### config.mk
export PLATFORM = sky130hd
export DESIGN_NAME = utc_ctrl2
export DESIGN_NICKNAME = d
export VERILOG_FILES = /design/src/utc_pkg.sv /design/src/utc_ctrl2.sv
export SDC_FILE = /design/constraint.sdc
export NUM_CORES = 1
export LEC_CHECK = 0
export ABC_AREA = 1
export BUFFER_PORTS_ARGS = -buffer_cell sky130_fd_sc_hd__buf_2
export CORE_UTILIZATION = 48
export CTS_CLUSTER_DIAMETER = 120
export DETAILED_ROUTE_END_ITERATION = 8
export GPL_ROUTABILITY_DRIVEN = 1
export PLACE_DENSITY_LB_ADDON = 0.08
export SLEW_MARGIN = 10
export SYNTH_ARGS = -nofsm -noshare
export SYNTH_HDL_FRONTEND = slang
export SYNTH_SLANG_ARGS = --single-unit
### constraint.sdc
create_clock -name pclk -period 1.6 [get_ports pclk]
set_input_delay 0.32 -clock pclk [delete_from_list [all_inputs] [get_ports pclk]]
set_output_delay 0.32 -clock pclk [all_outputs]
set_load 0.02 [all_outputs]
### src/utc_pkg.sv
// Constants for the serial port control-2 block
// Function
// - Transmit-empty enable requests interrupt on empty flag
// - Complete enable requests interrupt on complete flag
// - Receive enable requests interrupt on full flag
// - Idle enable requests interrupt on idle flag
// - Transmitter runs and owns pin while enabled
// - Single-wire direction bit steers shared pin
// - Re-enabling transmitter queues one idle character
// - Transmitter holds pin until queued traffic ends
// - Receiver disabled releases receive pin
// - Loop select releases receive pin
// - Writing standby bit parks receiver awaiting wakeup
// - Wake on idle line or address mark
// - Hardware clears standby bit on wakeup
// - Setting send-break queues one break character
// - Breaks repeat while set, ten or thirteen bits
// - A second break may be queued
// - Control register always accessible, resets to zero
// - Loop select feeds transmitter into receiver
// - Source select picks single-wire or internal loop
package utc_pkg;
    localparam int         ADDR_W      = 8;
    // Printed index is not word aligned; byte address is index times four
    localparam logic [5:0] IDX_CTRL2   = 6'h03;
    localparam logic [5:0] IDX_CFG     = 6'h04;
    localparam logic [5:0] IDX_IRQ_ST  = 6'h05;
    localparam logic [5:0] IDX_IRQ_MSK = 6'h06;
    localparam logic [5:0] IDX_STAT    = 6'h07;
    // Control-2 bit positions
    localparam int C2_TIE  = 7;
    localparam int C2_TX_COMPLETE_IRQ_EN = 6;
    localparam int C2_RIE  = 5;
    localparam int C2_IDLE_LINE_IRQ_EN = 4;
    localparam int C2_TE   = 3;
    localparam int C2_RE   = 2;
    localparam int C2_RWU  = 1;
    localparam int C2_SBK  = 0;
    // Line configuration bit positions
    localparam int CFG_LOOP_SELECT = 0;
    localparam int CFG_RX_SOURCE_SELECT  = 1;
    localparam int CFG_SINGLE_WIRE_DIRECTION = 2;
    localparam int CFG_LONG_BREAK_SELECT = 3;
    localparam int CFG_WAKE  = 4;
    localparam int CFG_W     = 5;
    // Event bit positions
    localparam int EV_TX_BUFFER_EMPTY_FLAG = 0;
    localparam int EV_TC   = 1;
    localparam int EV_RX_BUFFER_FULL_FLAG = 2;
    localparam int EV_IDLE = 3;
    localparam int EV_WAKE = 4;
    localparam int EV_BRK  = 5;
    localparam int EV_W    = 6;
    localparam logic [7:0]      CTRL2_RST = 8'h00;
    localparam logic [CFG_W-1:0] CFG_RST  = 5'h00;
    localparam logic [EV_W-1:0]  EV_RST   = 6'h00;
    localparam logic [3:0] BRK_BITS      = 4'hA;
    localparam logic [3:0] BRK_BITS_LONG = 4'hD;
    localparam logic [3:0] IDLE_BITS     = 4'hA;
    localparam int         BIT_DIV_DEF   = 16;
    typedef enum logic [1:0] {TS_IDLE, TS_PREAMBLE, TS_BREAK} utc_seq_t;
endpackage

### src/utc_ctrl2.sv
// Serial port control-2 register, break/idle sequencer and pin routing
//
// Added by the designer: the APB slave port.
`timescale 1ns/1ps
module utc_ctrl2 import utc_pkg::*; #(
    parameter int BIT_DIV = BIT_DIV_DEF
) (
    // Clock and reset
    input  wire logic              pclk,
    input  wire logic              presetn,
    // APB slave
    input  wire logic              psel,
    input  wire logic              penable,
    input  wire logic              pwrite,
    input  wire logic [ADDR_W-1:0] paddr,
    input  wire logic [31:0]       pwdata,
    output logic [31:0]            prdata,
    output logic                   pready,
    output logic                   pslverr,
    // Flags from the rest of the port
    input  wire logic              tx_buffer_empty_flag,
    input  wire logic              tx_complete_flag,
    input  wire logic              rx_buffer_full_flag,
    input  wire logic              idle_line_flag,
    // Data shifter and receiver status
    input  wire logic              tx_data_busy,
    input  wire logic              tx_data_bit,
    input  wire logic              rx_idle_detect,
    input  wire logic              rx_char_done,
    input  wire logic              rx_char_msb,
    // Pins
    input  wire logic              txd_i,
    input  wire logic              rxd_i,
    output logic                   txd_o,
    output logic                   txd_oe,
    // Control outputs
    output logic                   tx_enable_q,
    output logic                   rx_enable_q,
    output logic                   rx_standby_q,
    output logic                   rx_in_q,
    output logic                   tx_pin_claim_q,
    output logic                   rx_pin_claim_q,
    output logic                   irq_q
);

    function automatic logic hit(input logic [ADDR_W-1:0] a, input logic [5:0] idx);
        return a == {idx, 2'b00};
    endfunction

    logic [7:0]       c2_q;
    logic [CFG_W-1:0] cfg_q;
    logic [EV_W-1:0]  st_q;
    logic [EV_W-1:0]  msk_q;
    logic [EV_W-1:0]  ev;
    logic [3:0]       prev_q;
    logic             brk_pend_q;
    logic             idle_pend_q;
    utc_seq_t         seq_q;
    logic [3:0]       bits_q;
    logic [15:0]      div_q;
    logic             bit_tick;
    logic             seq_end;
    logic             tx_active;
    logic             txd_d;
    logic             wr;
    logic             rd_setup;
    logic             mapped;
    logic             wr_c2;
    logic             wake;
    logic             brk_done;
    logic             start_brk;
    logic             start_idle;
    logic             loop_select;
    logic             rx_source_select;

    assign wr       = psel && penable && pwrite && pready;
    assign rd_setup = psel && !penable && !pwrite;
    assign mapped   = hit(paddr, IDX_CTRL2) || hit(paddr, IDX_CFG) || hit(paddr, IDX_IRQ_ST)
                      || hit(paddr, IDX_IRQ_MSK) || hit(paddr, IDX_STAT);
    assign wr_c2    = wr && hit(paddr, IDX_CTRL2);
    assign loop_select    = cfg_q[CFG_LOOP_SELECT];
    assign rx_source_select     = cfg_q[CFG_RX_SOURCE_SELECT];
    assign tx_active = tx_data_busy || (seq_q != TS_IDLE);

    // Zero-wait slave; read data is captured in the setup cycle
    always_ff @(posedge pclk or negedge presetn) begin
        if (!presetn) begin
            pready  <= 1'b0;
            pslverr <= 1'b0;
            prdata  <= 32'h0000_0000;
        end else begin
            pready <= 1'b1;
            if (psel && !penable) begin
                pslverr <= !mapped;
            end
            if (rd_setup) begin
                prdata <= 32'h0000_0000;
                if (hit(paddr, IDX_CTRL2)) begin
                    prdata <= {24'h00_0000, c2_q};
                end else if (hit(paddr, IDX_CFG)) begin
                    prdata <= {27'h000_0000, cfg_q};
                end else if (hit(paddr, IDX_IRQ_ST)) begin
                    prdata <= {26'h000_0000, st_q};
                end else if (hit(paddr, IDX_IRQ_MSK)) begin
                    prdata <= {26'h000_0000, msk_q};
                end else if (hit(paddr, IDX_STAT)) begin
                    prdata <= {24'h00_0000, tx_pin_claim_q, rx_pin_claim_q, seq_q,
                               brk_pend_q, idle_pend_q, tx_active, rx_standby_q};
                end
            end
        end
    end

    // Wakeup follows the selected method
    assign wake = c2_q[C2_RWU] && (cfg_q[CFG_WAKE] ? (rx_char_done && rx_char_msb)
                                                   : rx_idle_detect);

    // Control-2: software writes; hardware clears standby, a write of one wins
    always_ff @(posedge pclk or negedge presetn) begin
        if (!presetn) begin
            c2_q <= CTRL2_RST;
        end else if (wr_c2) begin
            c2_q <= pwdata[7:0];
        end else if (wake) begin
            c2_q[C2_RWU] <= 1'b0;
        end
    end

    always_ff @(posedge pclk or negedge presetn) begin
        if (!presetn) begin
            cfg_q <= CFG_RST;
            msk_q <= EV_RST;
        end else if (wr && hit(paddr, IDX_CFG)) begin
            cfg_q <= pwdata[CFG_W-1:0];
        end else if (wr && hit(paddr, IDX_IRQ_MSK)) begin
            msk_q <= pwdata[EV_W-1:0];
        end
    end

    // Queue requests; a new request in the start cycle is kept
    // A queued idle still leaves after the enable drops, else the pin is never freed
    assign start_brk  = (seq_q == TS_IDLE) && !tx_data_busy && brk_pend_q;
    assign start_idle = (seq_q == TS_IDLE) && !tx_data_busy && !brk_pend_q
                        && idle_pend_q;

    always_ff @(posedge pclk or negedge presetn) begin
        if (!presetn) begin
            brk_pend_q  <= 1'b0;
            idle_pend_q <= 1'b0;
        end else begin
            if (wr_c2 && pwdata[C2_SBK] && !c2_q[C2_SBK]) begin
                brk_pend_q <= 1'b1;
            end else if (start_brk) begin
                brk_pend_q <= 1'b0;
            end
            if (wr_c2 && pwdata[C2_TE] && !c2_q[C2_TE]) begin
                idle_pend_q <= 1'b1;
            end else if (start_idle) begin
                idle_pend_q <= 1'b0;
            end
        end
    end

    // Bit-time enable, runs only while a special character is on the line
    assign bit_tick = (seq_q != TS_IDLE) && (div_q == 16'(BIT_DIV - 1));
    assign seq_end  = bit_tick && (bits_q == 4'h1);
    assign brk_done = seq_end && (seq_q == TS_BREAK);

    always_ff @(posedge pclk or negedge presetn) begin
        if (!presetn) begin
            div_q <= 16'h0000;
        end else if (seq_q == TS_IDLE || bit_tick) begin
            div_q <= 16'h0000;
        end else begin
            div_q <= div_q + 16'h0001;
        end
    end

    // Break and idle sequencer
    always_ff @(posedge pclk or negedge presetn) begin
        if (!presetn) begin
            seq_q  <= TS_IDLE;
            bits_q <= 4'h0;
        end else begin
            unique case (seq_q)
                TS_IDLE: begin
                    if (start_brk) begin
                        seq_q  <= TS_BREAK;
                        bits_q <= cfg_q[CFG_LONG_BREAK_SELECT] ? BRK_BITS_LONG : BRK_BITS;
                    end else if (start_idle) begin
                        seq_q  <= TS_PREAMBLE;
                        bits_q <= IDLE_BITS;
                    end
                end
                TS_PREAMBLE: begin
                    if (seq_end) begin
                        seq_q <= TS_IDLE;
                    end else if (bit_tick) begin
                        bits_q <= bits_q - 4'h1;
                    end
                end
                TS_BREAK: begin
                    if (seq_end && c2_q[C2_SBK]) begin
                        bits_q <= cfg_q[CFG_LONG_BREAK_SELECT] ? BRK_BITS_LONG : BRK_BITS;
                    end else if (seq_end) begin
                        seq_q <= TS_IDLE;
                    end else if (bit_tick) begin
                        bits_q <= bits_q - 4'h1;
                    end
                end
                default: seq_q <= TS_IDLE;
            endcase
        end
    end

    always_comb begin
        unique case (seq_q)
            TS_BREAK:    txd_d = 1'b0;
            TS_PREAMBLE: txd_d = 1'b1;
            TS_IDLE:     txd_d = tx_data_busy ? tx_data_bit : 1'b1;
            default:     txd_d = 1'b1;
        endcase
    end

    // Pin ownership and routing
    always_ff @(posedge pclk or negedge presetn) begin
        if (!presetn) begin
            txd_o          <= 1'b1;
            txd_oe         <= 1'b0;
            tx_pin_claim_q <= 1'b0;
            rx_pin_claim_q <= 1'b0;
            rx_in_q        <= 1'b1;
            tx_enable_q    <= 1'b0;
            rx_enable_q    <= 1'b0;
            rx_standby_q   <= 1'b0;
        end else begin
            txd_o <= txd_d;
            // Keep the pin until all queued traffic has left
            tx_pin_claim_q <= c2_q[C2_TE] || tx_active || brk_pend_q || idle_pend_q;
            txd_oe <= (c2_q[C2_TE] || tx_active || brk_pend_q || idle_pend_q)
                      && (!(loop_select && rx_source_select) || cfg_q[CFG_SINGLE_WIRE_DIRECTION]);
            rx_pin_claim_q <= c2_q[C2_RE] && !loop_select;
            if (!loop_select) begin
                rx_in_q <= rxd_i;
            end else if (rx_source_select) begin
                rx_in_q <= txd_i;
            end else begin
                rx_in_q <= txd_d;
            end
            tx_enable_q  <= c2_q[C2_TE];
            rx_enable_q  <= c2_q[C2_RE];
            rx_standby_q <= c2_q[C2_RWU];
        end
    end

    // Edge events into sticky status, write one to clear, set wins
    assign ev = {brk_done, wake,
                 idle_line_flag && !prev_q[3], rx_buffer_full_flag && !prev_q[2],
                 tx_complete_flag && !prev_q[1], tx_buffer_empty_flag && !prev_q[0]};

    always_ff @(posedge pclk or negedge presetn) begin
        if (!presetn) begin
            prev_q <= 4'h0;
            st_q   <= EV_RST;
        end else begin
            prev_q <= {idle_line_flag, rx_buffer_full_flag, tx_complete_flag,
                       tx_buffer_empty_flag};
            if (wr && hit(paddr, IDX_IRQ_ST)) begin
                st_q <= (st_q & ~pwdata[EV_W-1:0]) | ev;
            end else begin
                st_q <= st_q | ev;
            end
        end
    end

    always_ff @(posedge pclk or negedge presetn) begin
        if (!presetn) begin
            irq_q <= 1'b0;
        end else begin
            irq_q <= (c2_q[C2_TIE] && tx_buffer_empty_flag)
                     || (c2_q[C2_TX_COMPLETE_IRQ_EN] && tx_complete_flag)
                     || (c2_q[C2_RIE] && rx_buffer_full_flag)
                     || (c2_q[C2_IDLE_LINE_IRQ_EN] && idle_line_flag)
                     || |(st_q & msk_q);
        end
    end
endmodule // utc_ctrl2

==> results of run 1 <==
-- cell usage in the layout, fill, tap and decap left out, drive strengths merged, types with 2 or more instances in the layout --
master and n:
buf 111, a31oi 2, nor2 47, clkbuf 10, o21ai 45, a21oi 17
nand2 102, dfrtp 70, o22ai 3, xor2 2, nor3 13, conb 25
ha 7, nor3b 3, nand4 10, inv 72, dfstp 2, nor4 4
a2bb2oi 2, nand3 26, xnor2 3, o211ai 5, bufinv 3
-- repair_timing --
action                                  in CTS  in global routing
pin swaps                                    3                 14
hold endpoints to repair                     3                  0
resized for setup                            6                 31
buffers inserted                             3                  5
hold buffers                                 1                  0
endpoints found under the setup margin       6                 12
-- flip-flops by register name, indices dropped and copies added (netlist names) --
register,count
div_q,16
c2_q,8
prdata,8
msk_q,6
st_q,6
cfg_q,5
bits_q,4
prev_q,4
seq_q,2
brk_pend_q,1
idle_pend_q,1
irq_q,1
pready,1
pslverr,1
rx_enable_q,1
rx_in_q,1
rx_pin_claim_q,1
rx_standby_q,1
tx_enable_q,1
tx_pin_claim_q,1
txd_o,1
txd_oe,1
-- cells by family (layout without fill, tap and decap cells) --
| kind of cell | after synthesis | count (layout) | synth area share |
|---|---|---|---|
| adders and majority gates | 7 | 7 | 0.0226 |
| DFF | 72 | 72 | 0.467 |
| xor gates and xnor gates | 5 | 5 | 0.0113 |
| AOI/OAI and AO/OA | 80 | 80 | 0.119 |
| other | 2 | 25 | 0.00194 |
| buffers and inverters | 99 | 199 | 0.120 |
| and+or+nand+nor | 207 | 207 | 0.258 |
-- worst max-delay path, delay by kind of cell, from the launching register on --
family	cells	cell delay, ps
buf+inv	2	230
xor+xnor	1	110
flops	1	410
simple gates	7	780
-- final cells by class --
| type | instances | area (um2) |
|---|---|---|
| clock buffer | 10 | 138 |
| clock inverter | 6 | 115 |
| fill | 678 | 2730 |
| inverter | 71 | 267 |
| multi-input combinational | 324 | 1840 |
| sequential | 72 | 1810 |
| tap | 102 | 128 |
| timing repair buffer | 112 | 738 |
-- layer usage --
metal,up-vias,share of wire
li1,1725,-
met3,18,0.039
met2,83,0.49
met4,0,0.024
met1,1623,0.45
met5,-,0
-- stage by stage --
step	util	power, mW	std cells	instance area, um2
4_1_cts	0.626	3.98	692	4870
2_1_floorplan	-	2.08	495	3970
3_5_place_dp	0.587	2.17	672	4560
6_report	0.648	3.94	697	5030
5_1_grt	0.648	4.08	697	5030
3_3_place_gp	0.587	2.17	672	4560
-- where the power goes --
part | switching, mW | total, mW | internal, mW
clock | 0.723 | 1.81 | 1.09
combinational | 0.181 | 0.262 | 0.0806
sequential | 0.0191 | 1.87 | 1.85
total | 0.923 | 3.94 | 3.02
-- cell usage after synthesis (all sizes together) (3+ instances only) --
cell type / instances / area [um2]
a21oi: 17 / 96.4
buf: 26 / 190
dfrtp: 70 / 1750
ha: 7 / 87.6
inv: 71 / 267
nand2: 102 / 398
nand3: 26 / 155
nand4: 10 / 62.6
nor2: 47 / 241
nor3: 13 / 75.1
nor3b: 3 / 22.5
nor4: 4 / 31.3
o211ai: 5 / 42.5
o21ai: 45 / 225
o22ai: 3 / 18.8
xnor2: 3 / 26.3
-- path summary, 6_finish.rpt --
check                                          from     endpoint  slack, ps  cells after the start
worst max-delay path                       div_q[0]     div_q[9]        -60                     10
worst min-delay path            rx_buffer_full_flag    prev_q[2]        100                      1
worst max register to register             div_q[0]     div_q[9]        -60                     10
worst min register to register              c2_q[2]  rx_enable_q        380                      0
max in group asynchronous                   presetn      rx_in_q        710                      3
min in group asynchronous                   presetn    div_q[15]        520                      3
==> out/results.txt, run 1 <==
LEAKAGE -> 2.52 nW
Placer Congestion -> 0.922
Critical Path Start Type -> register
Worst-path cell chain -> buf_4 > buf_6 > nand3_4 > nor2_4 > nand2_2 > nor3_4 > nand2_2 > nor2_4 > xnor2_1 > nor2_1
Row count -> 32
Total CTS buffers -> 9
DR DRC count -> 0
Reg clk slew, reported paths -> 90 ps
Final wirelength -> 8950 um
Die width -> 91.8 um
Critical path class -> reg2reg
NumNets Final -> 653
TritonCTS clock tree -> done
Die area -> 8420 um2
Post-Syn Area per Cell -> 8.19 um2
Gr ovfl total -> 0
CP max stage delay -> 410 ps
Vias per inst -> 4.95
Register area share after synthesis -> 0.467
Clock tree buffer depth -> 2
Final HPWL DP -> 6610 um
Share of cells above drive strength 1 -> 0.318
Netlist cell types -> 41
Area Growth Syn to Fin -> 30.2%
CTS root buf -> clkbuf_8
Final Max Tran Viols -> 0
I/O pin total -> 99
Status -> complete, but fails checks
Power Density -> 783 nW/um2
Die span in y -> 91.8 um
WP data arrival -> 1890 ps
Vias in the first global route -> 3242
Crit path time final -> 1660 ps
CP required -> 1830 ps
Clock sinks -> 72
Buffers on Ports -> 50
ANT nets after route -> 0
Iter 0 DRT Violations -> 131
Vias after detailed routing -> 3449
Worst hold slack -> 95.1 ps
Unrepaired setup endpoints after global routing -> yes
Ant diodes -> 0
Initial Util -> 0.498
Core box area -> 7770 um2
Met3 Usage GRT -> 0.0340
GRT busiest layer -> met2
Failing checks -> setup timing
Post-route clock period utilization -> 1.03
Final setup vio count -> 6
Met2 track demand over resource -> 0.374
Global-route wire length before repair -> 14700 um
Post-Syn Area -> 3870 um2
Synth async-reset ratio -> 1.00
CP endpoint kind -> register
Later-pin clock latency in the skew report -> 350 ps
Placement Setup Slack -> -46.0 ps
Drt first pass iters -> 4
FF+latch count, synth -> 72
Maximum VDD drop -> 605 uV
Predominant post-synthesis flop cell -> dfrtp_1
Max_cap viols -> 0
Warning count from the yosys run -> 0
Post-synth EDFFs -> 0
Post-DR wirelength/cell -> 12.8 um
Final Hold Viols -> 0
H-tree Lvls -> 3
Hold crit path type -> in2reg
Fmax -> 0.604 GHz
Final setup margin -> -55.3 ps
GRT Util Overall -> 0.223
Post-Syn Instances -> 472
Setup TNS -> -273 ps
Pin count of the biggest net entering global routing -> 73
CP max-delay cell -> dfrtp_1
Worst Path Max Fanout -> 3
Max Clock Skew -> 11.3 ps
Initial antenna violation count -> 0
M1 GR Usage -> 0.285
Note: power is estimated with default switching activity, not from simulation.
==> run 2: changes to the inputs <==
- RECOVER_POWER: default -> 100
==> run 2 against run 1 <==
The run still ends with setup timing left. Combinational power fell by 5%. Sequential power barely moved. Die area did not move. Largest cell class unchanged.
==> out/results.txt, run 2 (same netlist as run 1, synthesis figures left out) <==
Vias in the first global route -> 3242
Total CTS buffers -> 9
Pin count of the biggest net entering global routing -> 73
Initial antenna violation count -> 0
Fillcell total -> 698
Unrepaired setup endpoints after global routing -> yes
Worst Path Max Fanout -> 3
Final setup margin -> -62.5 ps
Setup TNS -> -293 ps
Hold crit path type -> in2reg
DR DRC count -> 0
CP max-delay cell -> dfrtp_1
Vias per inst -> 4.95
Most common cell after layout, fill and taps aside -> nand2_1
CP max stage delay -> 410 ps
Worst hold slack -> 95.1 ps
WP data arrival -> 1890 ps
Clock tree buffer depth -> 2
Final Max Tran Viols -> 0
ANT nets after route -> 0
CP required -> 1830 ps
Post-route cell area -> 4970 um2
Max_cap viols -> 0
H-tree Lvls -> 3
Total power draw -> 3.93 mW
Final setup vio count -> 7
GRT Util Overall -> 0.223
Area Growth Syn to Fin -> 28.5%
Slew margin rel. -> 0.359
Critical Path Start Type -> register
Global-route wire length before repair -> 14700 um
Worst-path cell chain -> buf_4 > buf_6 > nand3_4 > nor2_4 > nand2_2 > nor3_4 > nand2_2 > nor2_4 > xnor2_1 > nor2_1
Status -> complete, but fails checks
Final Hold Viols -> 0
Die span in y -> 91.8 um
Top Registers -> div_q (16), c2_q (8), prdata (8)
Iter 0 DRT Violations -> 130
Number of flip-flops in the largest register -> 16
Share of cells above drive strength 1 -> 0.271
CP endpoint kind -> register
Post-DR wirelength/cell -> 12.9 um
Failing checks -> setup timing
Critical path class -> reg2reg
Die area -> 8420 um2
Post-DP Area -> 4560 um2
Die width -> 91.8 um
Power Density -> 791 nW/um2
Initial Util -> 0.498
LEAKAGE -> 2.43 nW
Later-pin clock latency in the skew report -> 350 ps
Crit path time final -> 1660 ps
Core box area -> 7770 um2
Buffers on Ports -> 50
Transition time of the tightest slew-check pin -> 962 ps
Post-route clock period utilization -> 1.04
Top reg by flops -> div_q
Final HPWL DP -> 6610 um
TritonCTS clock tree -> done
Max Clock Skew -> 12.2 ps
I/O pin total -> 99
Reg clk slew, reported paths -> 90 ps
Fmax -> 0.602 GHz
NumNets Final -> 653
Clock sinks -> 72
Row count -> 32
Placer Congestion -> 0.922
Gr ovfl total -> 0
Final wirelength -> 9000 um
CTS root buf -> clkbuf_8
Ant diodes -> 0
Maximum VDD drop -> 605 uV
Drt first pass iters -> 4
Vias after detailed routing -> 3447
Most frequent cells in the layout -> nand2_1 (91), dfrtp_1 (69), inv_1 (62), buf_4 (51), o21ai_0 (42)
run 2: cell types whose count changed in the layout (fill, tap and decap cells not counted), moves of 2 or more:
cell / delta
clkbuf_1: +26
buf_2: -21
buf_4: -7
clkbuf_2: +2
run 2: through the flow:
| stage | utilization | setup slack, ps | instances |
|---|---|---|---|
| detailed placement | 0.587 | -46.0 | 672 |
| global placement | 0.587 | -5.79 | 672 |
| global route | 0.640 | -173 | 697 |
| floorplan | - | 21.7 | 495 |
| CTS | 0.626 | -46.4 | 692 |
| finish | 0.640 | -62.5 | 697 |
run 2: timing repair:
action,4_1_cts,5_1_grt
pin swaps,3,14
resized for setup,6,31
hold endpoints to repair,3,0
endpoints found under the setup margin,6,12
setup buffers,3,5
hold buffers,1,0
run 2: power by group:
| group | leakage [nW] | switching [mW] | internal [mW] | total (mW) |
|---|---|---|---|---|
| registers | 0.853 | 0.0206 | 1.85 | 1.87 |
| logic | 1.46 | 0.180 | 0.0694 | 0.250 |
| clock network | 0.123 | 0.719 | 1.09 | 1.81 |
| total | 2.43 | 0.920 | 3.01 | 3.93 |
run 2: final cells by class:
type | count | area [um2] | area share
inverters | 71 | 267 | 0.0536
flip-flops and latches | 72 | 1810 | 0.363
multi-input cells | 324 | 1840 | 0.371
clock buffers | 10 | 138 | 0.0277
repair buffers | 112 | 676 | 0.136
clock inverters | 6 | 115 | 0.0232
well taps | 102 | 128 | 0.0257
run 2: per-layer routing:
metal / routed length [um] / GRT usage / part of all wire
met1: 4140 / 0.285 / 0.46
met2: 4390 / 0.374 / 0.49
met3: 257 / 0.0340 / 0.029
met4: 218 / 0.100 / 0.024
met5: 0 / 0 / 0
run 2: worst paths after layout:
kind                            slack, ps           to  cells after the start                 from
worst min-delay path                  100    prev_q[2]                      1  rx_buffer_full_flag
max in group asynchronous             180     div_q[2]                      3              presetn
worst max register to register        -60     div_q[9]                     10             div_q[0]
worst max-delay path                  -60     div_q[9]                     10             div_q[0]
worst min register to register        380  rx_enable_q                      0              c2_q[2]
min in group asynchronous             780     div_q[4]                      3              presetn
run 2: worst max-delay path, delay by kind of cell (launching register included):
family | cells | cell delay, ps
buf+inv | 2 | 230
flops | 1 | 410
xor+xnor | 1 | 110
simple gates | 7 | 790
==> run 3: changes to the inputs <==
- CORE_ASPECT_RATIO: default -> 0.6
==> run 3 against run 2 <==
The flow still finishes with violations (setup timing). Total power rose by 5.7%. Final cell count rose by 2.2%. Clock power up 12%. Largest cell class unchanged. Largest power group is now clock.
==> out/results.txt, run 3 (same netlist as run 1, synthesis figures left out) <==
Vias in the first global route -> 3193
Clock tree buffer depth -> 2
Reg clk slew, reported paths -> 50 ps
DR DRC count -> 0
Pin count of the biggest net entering global routing -> 47
CP required -> 1850 ps
Later-pin clock latency in the skew report -> 330 ps
Drt first pass iters -> 5
Final setup vio count -> 8
LEAKAGE -> 2.53 nW
Crit path time final -> 1710 ps
Reg2reg path depth -> 8
Final HPWL DP -> 8510 um
Gr ovfl total -> 0
Crit Reg-Reg Startpoint -> div_q[1]
Non-Filler Instances -> 712
Post-route clock period utilization -> 1.07
Maximum VDD drop -> 589 uV
WHS Path Cells -> 1
Die area -> 8430 um2
Hold crit path type -> in2reg
Total power draw -> 4.15 mW
Post-DP Area -> 4660 um2
R2R Path End -> bits_q[3]
Power Density -> 813 nW/um2
Vias per inst -> 5.05
Initial antenna violation count -> 0
Final setup margin -> -111 ps
Total CTS buffers -> 9
Register-to-register setup slack -> -110 ps
NumNets Final -> 666
Post-DR wirelength/cell -> 15.4 um
Most frequent cells in the layout -> nand2_1 (89), dfrtp_1 (69), inv_1 (63), buf_4 (62), o21ai_0 (42)
Fmax -> 0.585 GHz
Ant diodes -> 0
Buffers on Ports -> 50
Critical path class -> reg2reg
GRT Util Overall -> 0.272
CP endpoint kind -> register
Final Max Tran Viols -> 0
Global-route wire length before repair -> 16900 um
Worst Path Max Fanout -> 5
Initial Util -> 0.513
TritonCTS clock tree -> done
CTS root buf -> clkbuf_16
Max Clock Skew -> 3.55 ps
Die width -> 118 um
Post-route cell area -> 5110 um2
Placer Congestion -> 0.864
Number of flip-flops in the largest register -> 16
Setup TNS -> -765 ps
Final Hold Viols -> 0
Critical Path Start Type -> register
Clock sinks -> 72
Die span in y -> 71.5 um
Placement Setup Slack -> -195 ps
Failing checks -> setup timing
Slew margin rel. -> 0.568
Top Registers -> div_q (16), c2_q (8), prdata (8)
Placed Cells -> 688
Transition time of the tightest slew-check pin -> 648 ps
Core box area -> 7540 um2
Hold Startpoint -> idle_line_flag
Max_cap viols -> 0
ANT nets after route -> 0
Worst hold slack -> 107 ps
Final wirelength -> 10900 um
Status -> complete, but fails checks
Most common cell after layout, fill and taps aside -> nand2_1
Iter 0 DRT Violations -> 254
WP data arrival -> 1960 ps
Area Growth Syn to Fin -> 32.2%
Unrepaired setup endpoints after global routing -> yes
I/O pin total -> 99
Row count -> 24
H-tree Lvls -> 3
Vias after detailed routing -> 3593
Hold Path End -> prev_q[3]
Post-route core utilization -> 0.678
Share of cells above drive strength 1 -> 0.280
Top reg by flops -> div_q
## run 3: changes by cell type in the layout (fill, tap and decap cells not counted), moves of 2 or more
cell,change
buf_2,-3
buf_4,+11
bufinv_16,-2
clkbuf_1,+3
clkbuf_16,+9
clkbuf_8,-8
clkinv_2,+2
nand2_1,-2
nor2_2,+2
nor2_4,-3
## run 3: final cells by class
type / count / area (um2)
Tap cell: 104 / 130
Fill cell: 670 / 2420
Timing Repair Buffer: 125 / 773
Inverter: 71 / 267
Clock buffer: 11 / 253
Clock inverter: 5 / 55.1
Multi-Input combinational cell: 324 / 1830
Sequential cell: 72 / 1810
## run 3: what timing repair did
item                                   in CTS  in global routing
setup endpoints to repair                  11                 15
endpoints found under the hold margin      44                  0
buffers inserted                            3                  5
hold buffers                                1                  0
pin swaps                                   6                 11
resized for setup                          14                 22
## run 3: where the power goes
part           switching, mW  total (mW)  internal, mW
logic                  0.189       0.259        0.0700
clock network          0.732        2.02          1.28
registers             0.0215        1.88          1.86
## run 3: critical path, cell delays in order, from the launching register on
cell and delay, ps:
dfrtp_1 400, ha_4 180, nand3_4 80, nor2_4 170, nand3_2 130, nor2_4 180, nand3_2 140, buf_6 160
a31oi_1 170
## run 3: metal layers
metal / part of all wire / global-route usage
met1: 0.54 / 0.452
met3: 0.069 / 0.0661
met4: 0.0059 / 0.0698
met5: 0 / 0
met2: 0.38 / 0.337
## run 3: worst max-delay path by stage
stage                        start         to  slack [ps]  depth (start not counted)
after global placement    div_q[0]  bits_q[2]        -140                         10
final                     div_q[1]  bits_q[3]        -110                          8
after CTS                 div_q[0]  bits_q[1]        -100                         11
after floorplan           seq_q[1]  bits_q[0]          20                         12
after global routing      div_q[0]  bits_q[3]        -210                          8
after detailed placement  div_q[0]   seq_q[0]        -200                          9
